`config.mk`:
```
export PLATFORM = sky130hd
export DESIGN_NAME = lfw_lcd_frame
export DESIGN_NICKNAME = d
export VERILOG_FILES = /design/src/hdl/lfw_pkg.sv /design/src/hdl/lfw_lcd_frame.sv
export SDC_FILE = /design/constraint.sdc
export NUM_CORES = 1
export LEC_CHECK = 0
export ABC_AREA = 0
export BUFFER_PORTS_ARGS = -buffer_cell sky130_fd_sc_hd__buf_2
export CORE_ASPECT_RATIO = 1.1
export CORE_MARGIN = 2
export CORE_UTILIZATION = 50
export CTS_CLUSTER_DIAMETER = 120
export DETAILED_ROUTE_END_ITERATION = 8
export GPL_ROUTABILITY_DRIVEN = 0
export PLACE_DENSITY = 0.7
export SLEW_MARGIN = 10
export SYNTH_ARGS = -nofsm -noshare
export SYNTH_HDL_FRONTEND = slang
export SYNTH_SLANG_ARGS = --single-unit
```
`constraint.sdc`:
```
create_clock -name CLK -period 9.3 [get_ports CLK]
set_input_delay 2.325 -clock CLK [delete_from_list [all_inputs] [get_ports CLK]]
set_output_delay 2.325 -clock CLK [all_outputs]
set_load 0.03 [all_outputs]
```
`src/hdl/lfw_pkg.sv`:
```
package lfw_pkg;
    // Register byte addresses (pixel registers follow the control words)
    localparam logic [7:0] ADDR_CTRL = 8'h00;
    localparam logic [7:0] ADDR_STATUS = 8'h04;
    localparam logic [7:0] ADDR_PIX_BASE = 8'h08;
    localparam int NUM_PIX_REGS = 12;
    localparam int NUM_COMS = 4;
    localparam int NUM_SEGS = 18;
    // Control register fields
    localparam int CTRL_MUX_LSB = 0;
    localparam int CTRL_SRC_LSB = 2;
    localparam int CTRL_WFB_BIT = 4;
    localparam int CTRL_WRITE_ERROR_FLAG_BIT = 5;
    localparam int CTRL_SLP_BIT = 6;
    localparam int CTRL_EN_BIT = 7;
    localparam logic [7:0] CTRL_RESET = 8'h03;
    // Status register fields
    localparam int STAT_FIF_BIT = 0;
    localparam int STAT_ACT_BIT = 1;
    localparam int STAT_PHASE_BIT = 2;
    localparam logic [1:0] SRC_OSC8192 = 2'h0;
    localparam logic [1:0] MUX_STATIC = 2'h0;
    // Slice timing in clock cycles
    localparam int SLICE_CYCLES = 64;
    localparam int FETCH_CYCLES = 4;
    localparam logic [7:0] PIX_RESET = 8'h00;

    typedef struct packed {
        logic [NUM_COMS-1:0] com_level;
        logic [NUM_COMS-1:0] com_oe;
        logic [NUM_SEGS-1:0] seg_level;
        logic [NUM_SEGS-1:0] seg_oe;
    } lfw_drive_t;
endpackage : lfw_pkg

```
`src/hdl/lfw_lcd_frame.sv`:
```
// Overview of operation
// RULE1: Net DC on every pixel averages zero
// RULE2: Dark pixels high rms, clear low rms
// RULE3: Per-frame type inverts within each slice
// RULE4: Two-frame type inverts at frame boundary
// RULE5: Divided oscillator source always sleeps with core
// RULE6: Software sleeps only at zero DC
// RULE7: Common zero leading edge starts frame
// RULE8: Interrupt right after frame data fetch
// RULE9: Interrupt leads boundary; fetch follows window
// RULE10: Software writes within window after interrupt
// RULE11: Two-frame data constant across frame pair
// RULE12: Two-frame updates only after interrupt
// RULE13: Two-frame interrupt once per frame pair
// RULE14: Blocked pixel write discarded, sets error
// RULE15: No interrupt per-frame type or static
// RULE16: Common zero uses registers twelve to fourteen
// RULE17: Common one uses registers fifteen to seventeen
// RULE18: Common two uses registers eighteen to twenty
// RULE19: Common three uses registers twenty-one to twenty-three
// RULE20: Sleep stop drives minimum voltage immediately
// RULE21: Disable waits for frame end, releases pins; code still drives all pins low while sleep_stop is set, even when idle
// RULE22: Flags stay set until software clears
// RULE23: Writes accepted always except two-frame outside window
`timescale 1ns/1ns
`default_nettype none
module lfw_lcd_frame
    import lfw_pkg::*;
(
    input wire logic CLK, // System clock
    input wire logic RST, // Async reset, active high
    input wire logic CE, // Clock enable
    input wire logic PSEL, // APB select
    input wire logic PENABLE, // APB enable
    input wire logic PWRITE, // APB direction
    input wire logic [7:0] PADDR, // APB byte address
    input wire logic [31:0] PWDATA, // APB write data
    output logic [31:0] PRDATA, // APB read data
    output logic PREADY, // APB ready
    output logic PSLVERR, // APB error
    input wire logic CORE_SLEEP, // Core in sleep
    output logic FRAME_IRQ, // Frame interrupt flag
    output lfw_drive_t DRIVE // Common/segment drive
);

    typedef enum {ST_IDLE, ST_RUN, ST_STOPPING} lfw_state_t;

    ////////////////////////////////////////////////////////////////////////
    // Register storage
    logic [7:0] ctrl;
    logic [7:0] pix [NUM_PIX_REGS];
    logic frame_flag;
    lfw_state_t state;
    logic [6:0] slice_cnt;
    logic [1:0] com_idx;
    logic phase;
    logic pair_odd;
    logic win_open;
    logic slept;

    ////////////////////////////////////////////////////////////////////////
    // Decode
    wire [1:0] mux_sel = ctrl[CTRL_MUX_LSB +: 2];
    wire [1:0] src_sel = ctrl[CTRL_SRC_LSB +: 2];
    wire type_b = ctrl[CTRL_WFB_BIT];
    wire mod_en = ctrl[CTRL_EN_BIT];
    wire sleep_stop = CORE_SLEEP && (ctrl[CTRL_SLP_BIT] || src_sel == SRC_OSC8192); // RULE5
    wire running = (state != ST_IDLE) && !slept;
    wire [1:0] last_com = mux_sel;
    wire wr_phase = PSEL && PENABLE && PWRITE && CE;
    wire [7:0] pix_off = PADDR - ADDR_PIX_BASE;
    wire pix_hit = (PADDR >= ADDR_PIX_BASE) && (pix_off[7:2] < 6'(NUM_PIX_REGS)) && (PADDR[1:0] == 2'h0);
    wire [3:0] pix_idx = pix_off[5:2];
    wire ctrl_hit = PADDR == ADDR_CTRL;
    wire stat_hit = PADDR == ADDR_STATUS;
    wire mapped = pix_hit || ctrl_hit || stat_hit;
    wire irq_mode = type_b && (mux_sel != MUX_STATIC); // RULE15
    wire writes_ok = !irq_mode || win_open || !running; // RULE23
    wire pix_wr = wr_phase && pix_hit && writes_ok;
    wire pix_blocked = wr_phase && pix_hit && !writes_ok; // RULE14
    wire slice_end = slice_cnt == 7'(SLICE_CYCLES - 1);
    wire frame_end = slice_end && (com_idx == last_com);
    // Fetch of the last slice's data completes FETCH_CYCLES into it
    wire fetch_done = (com_idx == last_com) && slice_cnt == 7'(FETCH_CYCLES - 1); // RULE8
    wire pair_done = fetch_done && pair_odd; // RULE13
    wire set_irq = running && irq_mode && pair_done; // RULE9
    wire ctrl_wr = wr_phase && ctrl_hit;

    assign PREADY = 1'b1;
    assign PSLVERR = PSEL && PENABLE && !mapped;
    assign FRAME_IRQ = frame_flag;

    ////////////////////////////////////////////////////////////////////////
    // Control register; error flag set beats clear
    always_ff @(posedge CLK or posedge RST) begin
        if (RST) begin
            ctrl <= CTRL_RESET;
        end else if (CE) begin
            if (ctrl_wr) begin
                ctrl <= PWDATA[7:0] & ~(8'h01 << CTRL_WRITE_ERROR_FLAG_BIT);
            end
            if (pix_blocked || (ctrl[CTRL_WRITE_ERROR_FLAG_BIT] && !(ctrl_wr && !PWDATA[CTRL_WRITE_ERROR_FLAG_BIT]))) begin
                ctrl[CTRL_WRITE_ERROR_FLAG_BIT] <= 1'b1; // RULE14 RULE22
            end
        end
    end

    // Status: frame flag, write one to clear, set wins
    always_ff @(posedge CLK or posedge RST) begin
        if (RST) begin
            frame_flag <= 1'b0;
        end else if (CE) begin
            if (set_irq) begin
                frame_flag <= 1'b1; // RULE22
            end else if (wr_phase && stat_hit && PWDATA[STAT_FIF_BIT]) begin
                frame_flag <= 1'b0;
            end
        end
    end

    ////////////////////////////////////////////////////////////////////////
    // Pixel registers
    generate
        for (genvar r = 0; r < NUM_PIX_REGS; r++) begin : g_pix
            always_ff @(posedge CLK or posedge RST) begin
                if (RST) begin
                    pix[r] <= PIX_RESET;
                end else if (CE && pix_wr && pix_idx == 4'(r)) begin
                    pix[r] <= PWDATA[7:0]; // RULE14
                end
            end
        end
    endgenerate

    // Read mux
    always_ff @(posedge CLK or posedge RST) begin
        if (RST) begin
            PRDATA <= 32'h0;
        end else if (CE) begin
            if (PSEL && !PENABLE && !PWRITE) begin
                if (ctrl_hit) begin
                    PRDATA <= {24'h0, ctrl};
                end else if (stat_hit) begin
                    PRDATA <= {29'h0, phase, running, frame_flag};
                end else if (pix_hit) begin
                    PRDATA <= {24'h0, pix[pix_idx]};
                end else begin
                    PRDATA <= 32'h0;
                end
            end
        end
    end

    ////////////////////////////////////////////////////////////////////////
    // Frame sequencer
    always_ff @(posedge CLK or posedge RST) begin
        if (RST) begin
            state <= ST_IDLE;
            slice_cnt <= 7'h0;
            com_idx <= 2'h0;
            phase <= 1'b0;
            pair_odd <= 1'b0;
            win_open <= 1'b0;
            slept <= 1'b0;
        end else if (CE) begin
            slept <= sleep_stop && state != ST_IDLE; // RULE20
            if (state == ST_IDLE || sleep_stop) begin
                slice_cnt <= 7'h0;
                com_idx <= 2'h0; // RULE7
                win_open <= 1'b0;
                if (state == ST_IDLE && mod_en && !sleep_stop) begin
                    state <= ST_RUN;
                end
            end else begin
                slice_cnt <= slice_end ? 7'h0 : slice_cnt + 7'h1;
                if (set_irq) begin
                    win_open <= 1'b1;
                end else if (fetch_done && !pair_odd) begin
                    win_open <= 1'b0; // RULE10 RULE12
                end
                if (state == ST_RUN && !mod_en) begin
                    state <= ST_STOPPING;
                end
                if (slice_end) begin
                    com_idx <= frame_end ? 2'h0 : com_idx + 2'h1; // RULE7
                end
                if (frame_end) begin
                    phase <= ~phase; // RULE4
                    pair_odd <= ~pair_odd; // RULE11
                    if (state == ST_STOPPING || !mod_en) begin
                        state <= ST_IDLE; // RULE21
                        phase <= 1'b0;
                        pair_odd <= 1'b0;
                    end
                end
            end
        end
    end

    ////////////////////////////////////////////////////////////////////////
    // Drive generation: level is 1 for the active polarity
    // Second half of each slice carries the inverted phase for the per-frame type
    wire sub_half = slice_cnt >= 7'(SLICE_CYCLES / 2); // RULE3
    wire pol = type_b ? phase : sub_half; // RULE3 RULE4
    logic [NUM_SEGS-1:0] seg_bits;
    always_comb begin
        seg_bits = {pix[com_idx*3 + 2][1:0], pix[com_idx*3 + 1], pix[com_idx*3]}; // RULE16 RULE17 RULE18 RULE19
    end

    always_ff @(posedge CLK or posedge RST) begin
        if (RST) begin
            DRIVE <= '0;
        end else if (CE) begin
            if (!running || sleep_stop) begin
                DRIVE.com_level <= '0; // RULE20
                DRIVE.seg_level <= '0;
                DRIVE.com_oe <= {NUM_COMS{running || sleep_stop}};
                DRIVE.seg_oe <= {NUM_SEGS{running || sleep_stop}};
            end else begin
                for (int c = 0; c < NUM_COMS; c++) begin
                    DRIVE.com_level[c] <= (2'(c) == com_idx) ? pol : ~pol; // RULE1
                    DRIVE.com_oe[c] <= 2'(c) <= last_com;
                end
                // Dark segment opposes the active common, clear follows it
                DRIVE.seg_level <= seg_bits ^ {NUM_SEGS{pol}}; // RULE2 RULE1
                DRIVE.seg_oe <= '1;
            end
        end
    end

endmodule : lfw_lcd_frame
`default_nettype wire

```
# Word-level counts from Yosys, hierarchy flattened
# Cells that the tools add are included.
# totals
mem_bits_rw,0
rom_bits,0
latchBits,0
wordCells,198
out_inout_bits,79
memories,0
reg_bits,226
input_bits,47
# op_classes
magnitude_cmp,11
reduce_logical,84
div,0
bitwise_logic,9
addsub,5
shifts,0
n_eq_ne,21
multipliers,1
mux,40
# ops
cell,n
32-bit two-way mux,5
8-bit binary-select mux with 4-bit select,4
33-bit by 5-bit greater-or-equal comparator with 1-bit output (second input constant),3
8-bit two-way mux,9
5-bit inverter with 33-bit output,2
44-bit two-way mux,1
1-bit logical AND,42
4-bit inverter with 33-bit output,1
32-bit by 2-bit equality test with 1-bit output (second input constant),1
32-bit by 3-bit equality test with 1-bit output (second input constant),1
32-bit zero test,1
32-bit nonzero test,1
18-bit bitwise XOR,1
4-bit by 3-bit equality test with 1-bit output (second input constant),4
4-bit equality test (second input constant),4
7-bit two-way mux,2
2-bit AND reduction,7
1-bit two-way mux,13
1-bit zero test,12
1-bit logical OR,10
2-bit two-way mux,5
4-bit by 2-bit equality test with 1-bit output (second input constant),2
8-bit by 3-bit equality test with 1-bit output (second input constant),1
8-bit by 4-bit greater-or-equal comparator with 1-bit output (second input constant),1
27 further kinds,38

# Depth between registers and ports, before layout
# logic_depth
depth_word,10
depth_mapped,12
depth_no_buf,7

# Worst setup path before layout
# No wires, ideal clock.
# synth_timing
kind,input-to-output
startpoint,in PADDR[3]
endpoint,out PSLVERR
stages,7
slack_ps,2985
required_ps,6975
arrival_time_ps,3990
cell_sequence,inv_1 > ha_1 > xnor2_1 > o21ai_1 > a21oi_4 > buf_6 > nor3_1
# synth_via
elab_chain_cells,8
# synth_rtl
item,line,rtl
"start, declared",lfw_lcd_frame.sv:36,"input wire logic [7:0] PADDR,"
8-bit by 4-bit subtractor with 8-bit output,lfw_lcd_frame.sv:71,wire [7:0] pix_off = PADDR - ADDR_PIX_BASE;
6-bit by 4-bit less-than comparator with 1-bit output,lfw_lcd_frame.sv:72,wire pix_hit = (PADDR >= ADDR_PIX_BASE) && (pix_off[7:2] < 6'(NUM_PIX_REGS)) && (PADDR[1:0] == 2'h0);
1-bit logical AND (2 in series),lfw_lcd_frame.sv:72,
1-bit logical OR,lfw_lcd_frame.sv:76,wire mapped = pix_hit || ctrl_hit || stat_hit;
1-bit logical OR (*),lfw_lcd_frame.sv:76,
1-bit zero test (*),lfw_lcd_frame.sv:90,assign PSLVERR = PSEL && PENABLE && !mapped;
1-bit logical AND (*),lfw_lcd_frame.sv:90,
"end, declared",lfw_lcd_frame.sv:40,"output logic PSLVERR,"
# Mark *: on every way between the ends. The rest lies on a longest branch, timed or not.

# Worst setup path in the final report
# Same ends and word-level chain as after synthesis.

==> key figures <==
Setup path
  – FF-to-FF setup slack: 5.57 ns
  – CP Launch Type: input pin
  – Crit-path slowest cell: a21oi_4
  – Most frequent CP cell: buf_2
  – CP Cell Sequence: buf_2, buf_4, nor2_1, a211o_1, a21oi_4, nor3_1, buf_2
  – Critical Path Max Stage Delay: 0.60 ns
  – Critical path type: input pin to output pin
  – Max FO, Critical Path: 31
  – Crit. End Element: output pin
  – Worst EP arrival: 4.29 ns
  – CP required: 6.98 ns

CTS
  – CTS max path bufs: 2
  – CTS tree: built
  – Post-cts resize count: 0
  – Hold buffer count at CTS: 0
  – Post-CTS setup repair buffer count: 0
  – Root Driver: clkbuf_16
  – Clock latency on the worst-skew pair: 0.44 ns
  – CTS Sinks: 184
  – Number of buffers created by CTS: 17
  – Clock slew at the register clock pins of the worst setup and hold paths: 0.07 ns
  – H-Tree Depth: 4

Floorplan
  – Initial core utilization: 51.4%
  – Core area: 19900 um2
  – Die Footprint: 21600 um2
  – Die Span Y: 154 um
  – # IOs: 126
  – Rows: 54
  – Die Width: 140 um

Status
  – Status: complete, no violations

Global routing
  – Total gr overflow: 0
  – Initial antenna violation count: 1
  – First-pass GRT wire length: 38.1 mm
  – Largest net degree at the start of global routing: 106
  – Total Routing Usage GR: 23.0%
  – Number of global-route vias before repair: 6553

Yosys
  – Xor and xnor area share after synthesis: 2.22%
  – Proportion of synthesized area in mux cells: 27.4%
  – Top cell type's share of synthesized area: 44.5%
  – Post-Synthesis Cells: 791
  – Count leader, synth: dfrtp_1
  – Synthesized-area fraction occupied by adder cells: 1.10%
  – Largest family of logic cells by synthesized area: multiplexers
  – Synth cell count leaders: 182 x dfrtp_1, 109 x mux2_2, 62 x mux4_2
  – Ys flop type: dfrtp_1
  – Async set-reset flop share out of synthesis: 100%
  – Post-Syn Area: 10200 um2
  – Seq/Total Area, Yosys: 45.0%
  – YS warnings: 0
  – Post-synth EDFFs: 0
  – Synth Register Bits: 184
  – Ranking of synthesized cells by area: dfrtp_1 44%, mux4_2 14%, mux2_2 12%, buf_4 3.4%, a21boi_0 2.1%
  – Compound-Gate Fraction of Synth Area: 12.4%
  – Post-synthesis simple-gate area fraction: 5.52%
  – Distinct cells, synth: 60
  – Dominant cell type by area after synthesis: dfrtp_1
  – Syn Area/Cell: 12.9 um2

Detailed routing
  – Vias per inst: 6.18
  – DRT antenna net count: 0
  – Routed vias: 6708
  – Residual DRC count: 0
  – DRT Pass-1 Iters: 4
  – DR WL/cell: 22.1 um
  – Routed WL: 24.0 mm
  – Initial drt markers: 516

Cells and area
  – Fin util: 55.8%
  – Syn-to-layout area delta: 8.66%
  – Fin area: 11100 um2
  – Share of layout cells above drive strength 1: 37.1%
  – Post-route insts no fill: 1085
  – Nets: 875

Timing
  – Tmin final: 6.61 ns
  – Pin slew with the least headroom to its limit: 1.22 ns
  – Fmax: 151 MHz
  – Worst slew margin: 18.6%
  – Final setup TNS: 0 ns
  – Clock Skews: 0.00981 ns
  – Period Utilization, post-route: 71.1%
  – Final setup violation count: 0
  – Final Hold Vio Count: 0
  – RSZ-0062 raised after global routing: false
  – Max-slew violation count: 0

Pwr
  – Net Sw Power: 0.000484 W
  – Clk pwr share: 41.8%
  – Power Total: 0.00176 W
  – Combinational share of power: 10.8%
  – Leakage: 4.96 nW
  – Share of power burned in registers: 47.4%
  – Power per cell area: 158 nW/um2
  – Sw Ratio: 27.5%
  – Maximum vdd drop: 0.129 mV
  – Internal power: 0.00127 W

Placed design
  – DPL Wire Length: 15.7 mm
  – IO Port Bufs: 76
  – Dpl cells: 1052
  – Placed Area: 10500 um2

Min path
  – Hold Path Class: flop to flop

Run
  – Max cap viols: 0
==> state kept, by name, indices dropped and copies added (netlist names) <==
register and flops:
slice_cnt 7, phase 1, FRAME_IRQ 1, com_idx 2, slept 1, DRIVE 26
ctrl 8, state 32, pair_odd 1, win_open 1, PRDATA 8, pix 96
==> layout by cell type, fill, tap and decap left out, drive strengths merged, types with 21 or more instances in the layout <==
| cell type | count |
|---|---|
| o2bb2ai | 21 |
| a21boi | 28 |
| mux4 | 62 |
| nor2 | 22 |
| conb | 25 |
| buf | 84 |
| mux2 | 111 |
| dfrtp | 182 |
| inv | 24 |
| o21ai | 34 |
==> layout make-up <==
| type | instances | area, um2 |
|---|---|---|
| fill | 1644 | 8800 |
| multi-input combinational | 513 | 5090 |
| sequential | 184 | 4610 |
| timing repair buffer | 84 | 440 |
| clock buffer | 18 | 429 |
| tap | 252 | 315 |
| clock inverter | 14 | 165 |
| inverter | 19 | 76.3 |
| antenna | 1 | 2.50 |
==> critical path: cells and delay by family <==
family	cells	cell delay, ns
AOI/OAI and AO/OA	2	0.93
buffers and inverters	3	0.73
and+or+nand+nor	2	0.28
==> layer usage <==
metal | routed length [um] | global-route usage, % | part of all wire (%) | vias up
met5 | 0 | 0 | 0 | -
met4 | 733 | 8.95 | 3.1 | 0
met3 | 1260 | 4.73 | 5.2 | 36
met2 | 11600 | 36.9 | 48 | 228
met1 | 10400 | 31.1 | 43 | 3456
li1 | - | - | - | 2988
==> per-stage QoR <==
stage,hold WS [ns],setup WS (ns)
after floorplan,0.466,1.98
after global placement,0.468,2.68
after detailed placement,0.473,2.67
after CTS,0.492,2.68
after global routing,0.505,2.51
final,0.490,2.69
==> power by group through the flow <==
stage          Sequential, W  Combinational (W)  Clock, W
2_1_floorplan       0.000864           0.000140         0
3_3_place_gp        0.000847           0.000189         0
3_5_place_dp        0.000848           0.000191         0
4_1_cts             0.000833           0.000192  0.000746
5_1_grt             0.000835           0.000206  0.000780
6_report            0.000833           0.000190  0.000735
==> path summary, 6_finish.rpt <==
path                                        start                      to  depth (start not counted)
setup / recovery                         PADDR[3]                 PSLVERR                          7
hold / removal              DRIVE[42]$_DFFE_PP0P_   DRIVE[42]$_DFFE_PP0P_                          1
setup reg to reg           com_idx[0]$_DFFE_PP0P_   DRIVE[24]$_DFFE_PP0P_                          9
hold reg to reg             DRIVE[42]$_DFFE_PP0P_   DRIVE[42]$_DFFE_PP0P_                          1
max in group asynchronous                     RST  com_idx[0]$_DFFE_PP0P_                          3
min in group asynchronous                     RST   PRDATA[3]$_DFFE_PP0P_                          2
==> cell families (layout without fill, tap and decap cells) <==
family | after synthesis | in the layout
multiplexers | 189 | 189
XOR/XNOR | 26 | 26
AO/OA/AOI/OAI | 158 | 158
adder cells (fa/ha/maj) | 9 | 9
flip-flops | 184 | 184
buffers and inverters | 117 | 135
AND/OR/NAND/NOR | 106 | 106
other | 2 | 26
Power figures use the tool's default switching activity.
